<file path="src/inc/iob_pkg.sv">
package iob_pkg;

  localparam int          DATA_W       = 18;
  localparam int          SEL_W        = 8;
  localparam int          ADDR_W       = 15;
  localparam int          RADDR_W      = 6;
  localparam int          RDATA_W      = 32;
  localparam int          TMR_W        = 24;

  // Device code, value arbitrary
  localparam logic [5:0]  DEV_CODE     = 6'h2A;
  localparam logic [1:0]  SUB_XFER     = 2'h0;
  localparam logic [1:0]  SUB_CLR      = 2'h1;

  // Trap location 44 octal
  localparam logic [ADDR_W-1:0] TRAP_ADDR = 15'h0024;

  localparam logic [RADDR_W-1:0] REG_CTRL   = 6'h00;
  localparam logic [RADDR_W-1:0] REG_PERIOD = 6'h04;
  localparam logic [RADDR_W-1:0] REG_STATUS = 6'h08;
  localparam logic [RADDR_W-1:0] REG_MASK   = 6'h0C;
  localparam logic [RADDR_W-1:0] REG_DATA   = 6'h10;
  localparam logic [RADDR_W-1:0] REG_STATE  = 6'h14;

  localparam int          CTRL_TMR_EN  = 0;
  localparam int          CTRL_PRIO_EN = 1;
  localparam logic [1:0]  CTRL_RESET   = 2'h0;
  localparam logic [TMR_W-1:0] PERIOD_RESET = 24'h009C40;

  localparam int          EV_FLAG      = 0;
  localparam int          EV_READ      = 1;
  localparam int          EV_WRITE     = 2;
  localparam int          EV_GRANT     = 3;
  localparam int          EV_CLEAR     = 4;
  localparam int          EV_W         = 5;
  localparam logic [EV_W-1:0] MASK_RESET = 5'h00;

  localparam int          CLK_MHZ      = 40;
  localparam int          PWRUP_NS     = 400;
  localparam int          PWRUP_CYCLES = (PWRUP_NS * CLK_MHZ + 999) / 1000;
  localparam int          PWR_CNT_W    = 5;

  typedef enum logic {
    IOB_PWR_HOLD,
    IOB_PWR_RUN
  } iob_pwr_e;

  typedef struct packed {
    logic              first_io_pulse;
    logic              second_io_pulse;
    logic              fourth_io_pulse;
    logic              io_sync;
    logic              level_enable_input;
    logic              level_zero_grant;
    logic              system_power_clear;
    logic [SEL_W-1:0]  select_lines;
    logic [DATA_W-1:0] bus_data_lines;
    logic [DATA_W-1:0] contacts;
  } iob_bus_in_s;

  typedef struct packed {
    logic              skip_echo;
    logic              inbound_transfer_request;
    logic              level_zero_priority_request;
    logic              program_interrupt_request;
    logic              level_enable_output;
    logic              data_oe;
    logic [DATA_W-1:0] data_out;
    logic              addr_oe;
    logic [ADDR_W-1:0] addr_out;
  } iob_bus_out_s;

  typedef struct packed {
    logic               wr;
    logic               rd;
    logic [RADDR_W-1:0] addr;
    logic [RDATA_W-1:0] wdata;
  } iob_reg_req_s;

endpackage

</file>
<file path="src/verilog/iob_sync.sv">
module iob_sync #(
  parameter int W = 1
) (
  // Clock and reset
  input  wire logic         sys_clk,
  input  wire logic         sys_rst,
  // Data
  input  wire logic [W-1:0] d,
  output logic      [W-1:0] q
);
  logic [W-1:0] meta;

  always_ff @(posedge sys_clk or posedge sys_rst) begin
    if (sys_rst) begin
      meta <= '0;
      q    <= '0;
    end else begin
      meta <= d;
      q    <= meta;
    end
  end
endmodule

</file>
<file path="src/verilog/iob_peripheral.sv">
// How it works
// - Enabled timer sets the interrupt flag every programmed period.
// - Flag arms requests; next sync edge raises program request, and priority request only with priority enabled.
// - Selected first pulse echoes skip while the flag is up.
// - Selected second pulse drives contacts onto bus and raises inbound request.
// - Selected fourth pulse loads bus word into the data register.
// - Clear-flag instruction resets priority request and flag.
// - Program interrupt gated by priority request when priority facility is used.
// - Without priority logic the gate input is held at one.
// - Power clear resets every flag and bus-side register.
// - Internal power clear is generated after local power up.
// - Flag drops only by instruction or power clear, never by grant.
// - Subdevice bits take part in the device decode.
// - On grant the trap address is driven on the address lines.
// - Select lines carry device and subdevice code.
module iob_peripheral
  import iob_pkg::*;
(
  // Clock and reset
  input  wire logic                  sys_clk,
  input  wire logic                  sys_rst,
  // I/O bus pins
  input  wire iob_pkg::iob_bus_in_s  bus_in,
  output iob_pkg::iob_bus_out_s      bus_out,
  // Register port
  input  wire iob_pkg::iob_reg_req_s reg_req,
  output logic [iob_pkg::RDATA_W-1:0] reg_rdata,
  // Interrupt
  output logic                       irq
);
  import iob_pkg::*;

  typedef struct packed {
    iob_pwr_e              pwr;
    logic [PWR_CNT_W-1:0]  pwr_cnt;
    logic                  prev_first;
    logic                  prev_second;
    logic                  prev_fourth;
    logic                  prev_sync;
    logic                  prev_grant;
    logic                  flag;
    logic                  api_rq;
    logic                  pi_rq;
    logic [1:0]            ctrl;
    logic [TMR_W-1:0]      period;
    logic [TMR_W-1:0]      tcnt;
    logic [EV_W-1:0]       status;
    logic [EV_W-1:0]       mask;
    logic [DATA_W-1:0]     data_reg;
    iob_bus_out_s          out;
    logic                  irq;
    logic [RDATA_W-1:0]    rdata;
  } iob_state_s;

  localparam logic [PWR_CNT_W-1:0] PWR_LAST = PWR_CNT_W'(PWRUP_CYCLES - 1);

  iob_bus_in_s b;
  iob_state_s  s;
  iob_state_s  next_s;

  logic            sel_dev;
  logic            sel_x;
  logic            sel_c;
  logic            e1;
  logic            e2;
  logic            e4;
  logic            esync;
  logic            egrant;
  logic            tick;
  logic            clr_ins;
  logic            pclr;
  logic            gate;
  logic [EV_W-1:0] ev;
  logic [EV_W-1:0] w1c;

  iob_sync #(
    .W ($bits(iob_bus_in_s))
  ) u_sync (
    .sys_clk (sys_clk),
    .sys_rst (sys_rst),
    .d       (bus_in),
    .q       (b)
  );

  always_comb begin
    next_s = s;
    next_s.rdata = '0;

    // Device decode including subdevice bits
    sel_dev = (b.select_lines[7:2] == DEV_CODE);
    sel_x   = sel_dev && (b.select_lines[1:0] == SUB_XFER);
    sel_c   = sel_dev && (b.select_lines[1:0] == SUB_CLR);

    e1     = b.first_io_pulse & ~s.prev_first;
    e2     = b.second_io_pulse & ~s.prev_second;
    e4     = b.fourth_io_pulse & ~s.prev_fourth;
    esync  = b.io_sync & ~s.prev_sync;
    egrant = b.level_zero_grant & ~s.prev_grant;

    next_s.prev_first  = b.first_io_pulse;
    next_s.prev_second = b.second_io_pulse;
    next_s.prev_fourth = b.fourth_io_pulse;
    next_s.prev_sync   = b.io_sync;
    next_s.prev_grant  = b.level_zero_grant;

    // Local power-up clear, restarted by bus power clear
    if (b.system_power_clear) begin
      next_s.pwr     = IOB_PWR_HOLD;
      next_s.pwr_cnt = '0;
    end else begin
      unique case (s.pwr)
        IOB_PWR_HOLD: begin
          if (s.pwr_cnt == PWR_LAST) begin
            next_s.pwr = IOB_PWR_RUN;
          end else begin
            next_s.pwr_cnt = s.pwr_cnt + PWR_CNT_W'(1);
          end
        end
        IOB_PWR_RUN: begin
          next_s.pwr = IOB_PWR_RUN;
        end
      endcase
    end
    pclr = b.system_power_clear || (s.pwr != IOB_PWR_RUN);

    // Periodic timer
    tick = 1'b0;
    if (s.ctrl[CTRL_TMR_EN]) begin
      if (s.tcnt >= s.period - TMR_W'(1)) begin
        next_s.tcnt = '0;
        tick        = 1'b1;
      end else begin
        next_s.tcnt = s.tcnt + TMR_W'(1);
      end
    end else begin
      next_s.tcnt = '0;
    end

    // Flag: set wins over clear; grant never clears it
    clr_ins = sel_c & e1;
    next_s.flag = (s.flag & ~clr_ins) | tick;

    if (clr_ins) begin
      next_s.api_rq = 1'b0;
      next_s.pi_rq  = 1'b0;
    end
    if (esync) begin
      next_s.api_rq = next_s.api_rq | (next_s.flag & s.ctrl[CTRL_PRIO_EN]
                      & b.level_enable_input);
      next_s.pi_rq  = next_s.flag;
    end

    // Program request gated by priority request
    gate = s.ctrl[CTRL_PRIO_EN] ? next_s.api_rq : 1'b1;

    // Data register write
    if (sel_x & e4) begin
      next_s.data_reg = b.bus_data_lines;
    end

    // Bus outputs
    next_s.out.skip_echo = sel_x & b.first_io_pulse & s.flag;
    next_s.out.inbound_transfer_request = sel_x & b.second_io_pulse;
    next_s.out.data_oe  = sel_x & b.second_io_pulse;
    next_s.out.data_out = (sel_x & b.second_io_pulse) ? b.contacts : '0;
    next_s.out.level_zero_priority_request = next_s.api_rq;
    next_s.out.program_interrupt_request = next_s.pi_rq & gate;
    next_s.out.level_enable_output = b.level_enable_input & ~next_s.api_rq;
    next_s.out.addr_oe  = b.level_zero_grant & next_s.api_rq;
    next_s.out.addr_out = (b.level_zero_grant & next_s.api_rq) ? TRAP_ADDR : '0;

    // Event status
    ev = '0;
    ev[EV_FLAG]  = tick;
    ev[EV_READ]  = sel_x & e2;
    ev[EV_WRITE] = sel_x & e4;
    ev[EV_GRANT] = egrant & s.api_rq;
    ev[EV_CLEAR] = clr_ins;

    w1c = '0;
    if (reg_req.wr) begin
      unique case (reg_req.addr)
        REG_CTRL: begin
          next_s.ctrl = reg_req.wdata[1:0];
        end
        REG_PERIOD: begin
          next_s.period = reg_req.wdata[TMR_W-1:0];
        end
        REG_STATUS: begin
          w1c = reg_req.wdata[EV_W-1:0];
        end
        REG_MASK: begin
          next_s.mask = reg_req.wdata[EV_W-1:0];
        end
        default: begin
          w1c = '0;
        end
      endcase
    end
    next_s.status = (s.status & ~w1c) | ev;

    // Power clear of bus-side state
    if (pclr) begin
      next_s.flag     = 1'b0;
      next_s.api_rq   = 1'b0;
      next_s.pi_rq    = 1'b0;
      next_s.tcnt     = '0;
      next_s.data_reg = '0;
      next_s.status   = '0;
      next_s.out      = '0;
      next_s.out.level_enable_output = b.level_enable_input;
    end

    next_s.irq = |(next_s.status & next_s.mask);

    if (reg_req.rd) begin
      unique case (reg_req.addr)
        REG_CTRL: begin
          next_s.rdata = {30'h00000000, s.ctrl};
        end
        REG_PERIOD: begin
          next_s.rdata = {8'h00, s.period};
        end
        REG_STATUS: begin
          next_s.rdata = {27'h0000000, s.status};
        end
        REG_MASK: begin
          next_s.rdata = {27'h0000000, s.mask};
        end
        REG_DATA: begin
          next_s.rdata = {14'h0000, s.data_reg};
        end
        REG_STATE: begin
          next_s.rdata = {28'h0000000, s.pwr == IOB_PWR_RUN,
                          s.pi_rq, s.api_rq, s.flag};
        end
        default: begin
          next_s.rdata = '0;
        end
      endcase
    end
  end

  always_ff @(posedge sys_clk or posedge sys_rst) begin
    if (sys_rst) begin
      s        <= '0;
      s.pwr    <= IOB_PWR_HOLD;
      s.ctrl   <= CTRL_RESET;
      s.period <= PERIOD_RESET;
      s.mask   <= MASK_RESET;
    end else begin
      s <= next_s;
    end
  end

  assign bus_out   = s.out;
  assign reg_rdata = s.rdata;
  assign irq       = s.irq;
endmodule

</file>
<file path="config.mk">
export PLATFORM = sky130hd
export DESIGN_NAME = iob_peripheral
export DESIGN_NICKNAME = d
export VERILOG_FILES = /design/src/inc/iob_pkg.sv /design/src/verilog/iob_sync.sv /design/src/verilog/iob_peripheral.sv
export SDC_FILE = /design/constraint.sdc
export NUM_CORES = 1
export LEC_CHECK = 0
export BUFFER_PORTS_ARGS = -buffer_cell sky130_fd_sc_hd__buf_2
export CAP_MARGIN = 0
export CORE_MARGIN = 2
export CORE_UTILIZATION = 32
export DETAILED_ROUTE_END_ITERATION = 12
export MAX_ROUTING_LAYER = met4
export PLACE_DENSITY_LB_ADDON = 0.1
export SYNTH_ARGS = -nofsm -noshare
export SYNTH_HDL_FRONTEND = slang
export SYNTH_SLANG_ARGS = --single-unit
export TNS_END_PERCENT = 50
</file>
<file path="constraint.sdc">
create_clock -name sys_clk -period 10.1 [get_ports sys_clk]
set_clock_uncertainty 0.2 [all_clocks]
set_input_delay 1.01 -clock sys_clk [delete_from_list [all_inputs] [get_ports sys_clk]]
set_output_delay 1.01 -clock sys_clk [all_outputs]
set_load 0.005 [all_outputs]
</file>
==> Yosys cells after proc, flatten, opt, wreduce, memory -nomap -nowiden <==
Index checks and enable logic that the tools add are counted.
{ "word_totals": {"regBits": 267, "in_bits": 93, "output_inout_bits": 73} }
{ "op_classes": {"addsub": 3, "n_lt_le_gt_ge": 1, "n_eq_ne": 10, "muxes": 24, "n_bitwise": 32, "reduce_logical": 10} }
{ "op_table": {"columns": ["op", "count"], "rows": [
  ["$pmux W24 S6", 1],
  ["$mux W24", 3],
  ["$mux W58", 1],
  ["$mux W18", 2],
  ["$mux W5", 6],
  ["$mux W29", 1],
  ["$add A24 B1 Y24 const B", 1],
  ["$ge A24 B24 Y1", 1],
  ["$sub A24 B1 Y24 const B", 1],
  ["$and A1 B1 Y1", 18],
  ["$eq A6 B4 Y1 const B", 2],
  ["$eq A6 B5 Y1 const B", 2],
  ["$mux W6", 2],
  ["$and A5 B5 Y5", 2],
  ["$not A1 Y1", 8],
  ["$eq A6 B3 Y1 const B", 1],
  ["$eq A6 B6 Y1 const B", 1],
  ["$logic_not A6 Y1", 1],
  ["$reduce_and A2 Y1", 3],
  ["$add A5 B1 Y5 const B", 1],
  ["$eq A5 B4 Y1 const B", 1],
  ["$not A5 Y5", 1],
  ["$or A5 B5 Y5", 1],
  ["$reduce_or A5 Y1", 1],
  ["other kinds (11)", 18]
]} }

==> Depth between registers and ports, before layout <==
Gate-level depths: netlist of run 1.
{ "depth": {"ltp_word": 13, "depth_mapped": 15, "mapped_depth_nobuf": 13} }

==> Hierarchy <==
Synthesis of run 1 repeated with hierarchy kept, for this count alone.
{ "unflattened": {"hier_cells": 771, "area_unflattened_um2": 9773.1} }
{ "by_module_without_submodules": {"columns": ["mod", "n_inst", "cells_each", "area_each_um2"], "rows": [
  ["iob_peripheral", 1, 668, 7216.9],
  ["iob_sync", 1, 103, 2556.2]
]} }

==> Worst setup path after synthesis of run 1 <==
Ideal clock, no wire load.
{ "synth_timing": {"path_kind": "register -> register", "start": "register s[130] (netlist bit)", "end": "register s[116] (netlist bit)", "arrival_ns": 3.227, "t_required_ns": 9.779, "path_slack_ns": 6.551, "stages_incl_launch_ff": 16, "n_path_buf": 2, "path_cell_list": "dfrtp_1 nor4_1 nand3_1 nor4_4 nand2_2 nor3_2 xnor2_1 ha_1 nand4_1 nor3_1 nand2_1 a31oi_1 or3b_1 clkbuf_1 buf_2 nor2_1"} }
{ "synth_lines": {"columns": ["element", "line_no", "rtl"], "rows": [
  ["start: declaration", "iob_peripheral.sv:58", "iob_state_s s;"],
  ["start signal: assignment", "iob_peripheral.sv:252", "s <= next_s;"]
]} }

==> results.toml, run 1 <==
[outcome]
status = "complete, no violations"

[worst_setup_path]
crit_end = "s[111]$_DFF_PP0_"
startpoint = "s[130]$_DFFE_PP0P_"
worstPathMaxFanout = 24
r2r_slack_ps = 5370
worstPathRequired_ps = 10290
r2r_end = "s[111]$_DFF_PP0_"
end_kind = "flop"
cp.arrival_ps = 4920
rr_startpoint = "s[130]$_DFFE_PP0P_"
start_kind = "flop"
r2r_cells = 13
path_class = "reg2reg"

[synth]
syn_inst = 774
ys_ff_latch = 242
syn_area_um2 = 9810
yosys-top-cells-area = "dfrtp_1 60%, buf_4 5.5%, ha_1 3.6%"
synth_enable_flop_cells = 0
synth_top_area_cell = "dfrtp_1"
post_synth.cell_area_avg_um2 = 12.7
ys_seq_area_frac = 0.618
synth_top_area_frac = 0.605
yosysUniqueCellTypes = 61
synthArstFlopShare = 1.00
synth_flop_cell = "dfrtp_1"
yosysWarningCount = 0

[global_routing]
grt_pass1_vias = 5747
grt_pass1_wl_um = 32400
grt-ovfl-total = 0
grt_max_degree = 107
grt_antenna_before_repair = 0
track_usage = 0.134

[min_path]
min_from = "u_sync.meta[46]$_DFF_PP0_"
hold_path.class = "reg2reg"

[run]
cap_violations = 0

[layout]
mostFrequentLayoutCells = "237 x dfrtp_1, 136 x buf_2, 68 x nor2_1"
nets = 993
layout-drive-gt1-share = 0.269
mostFrequentLayoutCell = "dfrtp_1"
layout-area-overhead-vs-synth_pct = 17.2
n_antenna_cell = 0
fin_util = 0.379
fin_cells = 1287
fin_area_um2 = 11500

[floorplanning]
start_util = 0.323
die_h_um = 179
rows = 64
die_area_um2 = 32100
ios = 166
die_w_um = 179
coreArea_um2 = 30300

[timing]
hold_ws_ps = 138
rsz0062_at_grt = "false"
worst_slack_ps = 5370
max_freq_mhz = 212
setup_violations = 0
drv_slew = 0
tns_ps = 0
relSlewSlack = 0.384
hold_viol = 0
finalCritPeriodShare = 0.468
worstMarginPinSlew_ps = 917
finalCriticalPeriod_ps = 4730

[route]
num_vias = 5775
drc = 0
drt_iter0_markers = 297
via_per_inst = 4.49
firstDrtPassIters = 5
wl_um = 20600
drtAntennaViolNets = 0
wl_per_cell_um = 16.0

[clock_tree]
post_cts_buffers = 0
cts_buffers = 28
clockRootBuffer = "clkbuf_16"
cts-hold-fix-buffers = 0
cts.htree.levels = 1
ctsResizeCount = 0
path_clk_slew_ps = 60
numClockSinks = 242
cts.path.max_buffers = 3
cts_tree = "yes"
worstSkewPairLatency_ps = 550

[power_and_ir_drop]
peakVddDrop_mv = 0.137
p_leak_nw = 5.52
power_mw = 2.32
p_per_area_nw_per_um2 = 202

[placed_design]
place_area_um2 = 10500
pre_cts_ws_ps = 5270
place.gp.congestion = 0.764
port_buffers = 136
dp_cells = 1238
hpwl_um = 14400
## synth_stat cells (5+ instances only)
library cell / count
and2_1: 20
mux2_4: 20
buf_2: 7
and3_1: 18
buf_4: 72
o21ai_0: 11
a31oi_1: 5
nor2_1: 68
a22oi_1: 16
nand3_1: 29
nor2b_1: 5
clkbuf_1: 11
ha_1: 28
nor3_1: 9
mux2_2: 10
nand2_1: 36
dfstp_2: 5
a22o_1: 19
inv_1: 12
nand4_1: 9
dfrtp_1: 237
xor2_1: 25
xnor2_1: 23
a21oi_1: 17
## cell families (layout without fill, tap and decap cells)
logic type | after synthesis | in the layout | share of synthesized area
DFF | 242 | 242 | 0.618
and+or+nand+nor | 229 | 229 | 0.123
buffers and inverters | 104 | 201 | 0.0698
AOI/OAI and AO/OA | 90 | 90 | 0.0660
xor gates and xnor gates | 48 | 48 | 0.0429
muxes | 32 | 32 | 0.0441
adders and majority gates | 28 | 28 | 0.0357
other | 1 | 21 | 0.000382
## power by group
group | total, mW | internal, mW | switching (mW)
combinational | 0.182 | 0.0806 | 0.102
clock | 1.09 | 0.690 | 0.402
sequential | 1.05 | 1.01 | 0.0340
## registers in the layout, indices dropped and copies added, names as in the netlist
| name | flops |
|---|---|
| s | 92 |
| u_sync.meta | 51 |
| u_sync.q | 51 |
| reg_rdata | 24 |
| bus_out | 23 |
| irq | 1 |
## worst min-delay path by stage
stage	end	slack, ps	cells past startpoint
4_1_cts	u_sync.q[46]$_DFF_PP0_	140	0
5_1_grt	u_sync.q[39]$_DFF_PP0_	150	0
3_3_place_gp	u_sync.q[2]$_DFF_PP0_	130	0
2_1_floorplan	u_sync.q[0]$_DFF_PP0_	130	0
3_5_place_dp	u_sync.q[40]$_DFF_PP0_	130	0
6_report	u_sync.q[46]$_DFF_PP0_	140	0
## routing by layer
layer	global-route usage	vias up	routed length [µm]
li1	-	2775	-
met1	0.194	2836	10100
met2	0.193	135	9150
met3	0.0233	29	968
met4	0.0386	0	397
met5	-	-	0
## cell type report
class | instances | area, µm²
inverters | 12 | 52.6
multi-input cells | 448 | 3140
clock buffers | 39 | 852
clock inverters | 10 | 185
well taps | 396 | 495
repair buffers | 140 | 711
fillers | 2954 | 18900
flip-flops and latches | 242 | 6060
## critical path: stages (launching register included)
cell and delay [ps]:
dfrtp_1 430, nor4_1 540, nand3_1 390, nor4_4 370, nand2_2 140, nor3_2 140
xnor2_1 90, ha_1 300, nand4_1 180, nor3_1 310, nand2_1 100, a31oi_1 440
or3b_1 800, nor2_1 120
(Power assumes the default switching activity.)
==> run 2, diff against run 1 <==
Clock period 10.1 ns to 4.4 ns, I/O delays scaled along.
==> run 2 against run 1 <==
Net effect: clock power grew 130%; final area grew 7.2%; register-to-register slack lost 4900 ps; power grew 130%; fmax grew 19%; critical path type unchanged; global-route usage grew 0.34 points; largest cell class unchanged; flip-flop and latch count is the same; die area is the same.
==> results.toml, run 2 (synthesized netlist as in run 1, its figures left out) <==
[worst_setup_path]
crit_chain = "or4_1, nor4_4, nand2_2, nor2_1, xnor2_1, ha_1, nand4_1, nor3_1, a22oi_1, o211ai_1, or3b_1, buf_12, nor2_1"
end_kind = "flop"
cpLargestDelayFamily = "simple AND/OR/NAND/NOR gates"
startpoint = "s[134]$_DFFE_PP0P_"
cp.depth = 13
worstPathMaxFanout = 24
cp.arrival_ps = 4240
start_kind = "flop"
cp_num_buf_inv = 1
worstPathRequired_ps = 4670
path_common_cell = "nor2_1"
r2r_cells = 13
rr_startpoint = "s[134]$_DFFE_PP0P_"
critPathSlowestCell = "or4_1"
max_stage_delay_ps = 650
path_class = "reg2reg"

[timing]
setup_violations = 0
worstMarginPinSlew_ps = 952
finalCriticalPeriod_ps = 3980
finalCritPeriodShare = 0.904
worst_slack_ps = 425
hold_viol = 0
tns_ps = 0
rsz0062_at_grt = "false"
drv_slew = 0
relSlewSlack = 0.360
max_freq_mhz = 252

[global_routing]
grt_antenna_before_repair = 0
grt_pass1_wl_um = 33600
track_usage = 0.138
grt_pass1_vias = 6217
grt_max_degree = 104
grt-ovfl-total = 0

[route]
firstDrtPassIters = 5
drtAntennaViolNets = 0
drt_iter0_markers = 290
wl_um = 21300
wl_per_cell_um = 15.6
via_per_inst = 4.42
num_vias = 6069
drc = 0

[min_path]
hold_path.class = "in2reg"
whs_path_depth = 2
min_from = "reg_req[38]"

[layout]
largest_register = "s"
layout-area-overhead-vs-synth_pct = 25.6
nFillCells = 2895
reg.largest.list = "s: 92 flops, u_sync.meta: 51 flops, u_sync.q: 51 flops"
mostFrequentLayoutCells = "237 x dfrtp_1, 136 x buf_2, 76 x dlygate4sd3_1"
layout-drive-gt1-share = 0.251
mostFrequentLayoutCell = "dfrtp_1"
largest_reg_flops = 92
nets = 1074

[outcome]
status = "complete, no violations"

[power_and_ir_drop]
p_leak_nw = 5.87
peakVddDrop_mv = 0.266
power_mw = 5.35
p_per_area_nw_per_um2 = 435

[floorplanning]
start_util = 0.323
die_area_um2 = 32100
die_w_um = 179
die_h_um = 179
rows = 64
ios = 166
coreArea_um2 = 30300

[clock_tree]
clockRootBuffer = "clkbuf_16"
cts_tree = "yes"
worstSkewPairLatency_ps = 550
path_clk_slew_ps = 60
cts.path.max_buffers = 3
post_cts_buffers = 0
cts_buffers = 28
numClockSinks = 242
cts.htree.levels = 1

[run]
cap_violations = 0

[placed_design]
port_buffers = 136
hpwl_um = 14700
pre_cts_ws_ps = 352
place.gp.congestion = 0.764
-- run 2: cell count changes in the layout (fill, tap and decap cells not counted), sizes merged --
cell	delta
inv	-2
diode	+1
dlygate4sd3	+76
clkinv	+3
clkbuf	+2
buf	+5
-- run 2: layout make-up --
cell class	instances	area, µm²	share of cell area
flip-flops and latches	242	6060	0.492
multi-input cells	448	3150	0.256
repair buffers	221	1550	0.126
clock buffers	41	830	0.0674
well taps	396	495	0.0402
clock inverters	11	184	0.0149
inverters	12	48.8	0.00396
diodes	1	2.50	0.000203
-- run 2: worst register-to-register path, stage by stage (launching register included) --
cell and delay (ps):
dfrtp_1 450, or4_1 650, nor4_4 400, nand2_2 140
nor2_1 160, xnor2_1 140, ha_1 270, nand4_1 170
nor3_1 90, a22oi_1 180, o211ai_1 260, or3b_1 490
buf_12 180, nor2_1 120
-- run 2: stage by stage --
step                      instance area, µm²  cells  utilization  hold WS (ps)
after CTS                              12300   1371        0.405          41.0
final                                  12300   1372        0.406          64.5
after floorplan                         9890    794            -           131
after global routing                   12300   1371        0.406          67.1
after detailed placement               10500   1243        0.347           135
after global placement                 10500   1243        0.347           132
-- run 2: path summary, 6_finish.rpt --
check / slack, ps / to
min reg2reg: 140 / u_sync.q[28]$_DFF_PP0_
min in group asynchronous: 260 / u_sync.meta[34]$_DFF_PP0_
max reg2reg: 420 / s[121]$_DFF_PP0_
max in group asynchronous: 2860 / u_sync.meta[8]$_DFF_PP0_
min: 60 / reg_rdata[1]$_DFF_PP0_
max: 420 / s[121]$_DFF_PP0_
-- run 2: timing repair --
| item | CTS | global route |
|---|---|---|
| setup endpoints to repair | 0 | 29 |
| gates resized for setup | 0 | 2 |
| hold buffers | 76 | 0 |
| hold endpoints to repair | 92 | 0 |
-- run 2: per-layer routing --
metal / part of all wire / up-vias / wire [µm] / track usage
met3: 0.041 / 29 / 871 / 0.0212
met4: 0.021 / 0 / 450 / 0.0369
met1: 0.49 / 2958 / 10400 / 0.192
li1: - / 2948 / - / -
met2: 0.45 / 134 / 9660 / 0.210
met5: 0 / - / 0 / -
-- run 2: report_power, final --
group | total [mW] | internal, mW | switching (mW)
logic | 0.488 | 0.240 | 0.248
clock network | 2.46 | 1.54 | 0.919
registers | 2.40 | 2.32 | 0.0807
total | 5.35 | 4.11 | 1.25
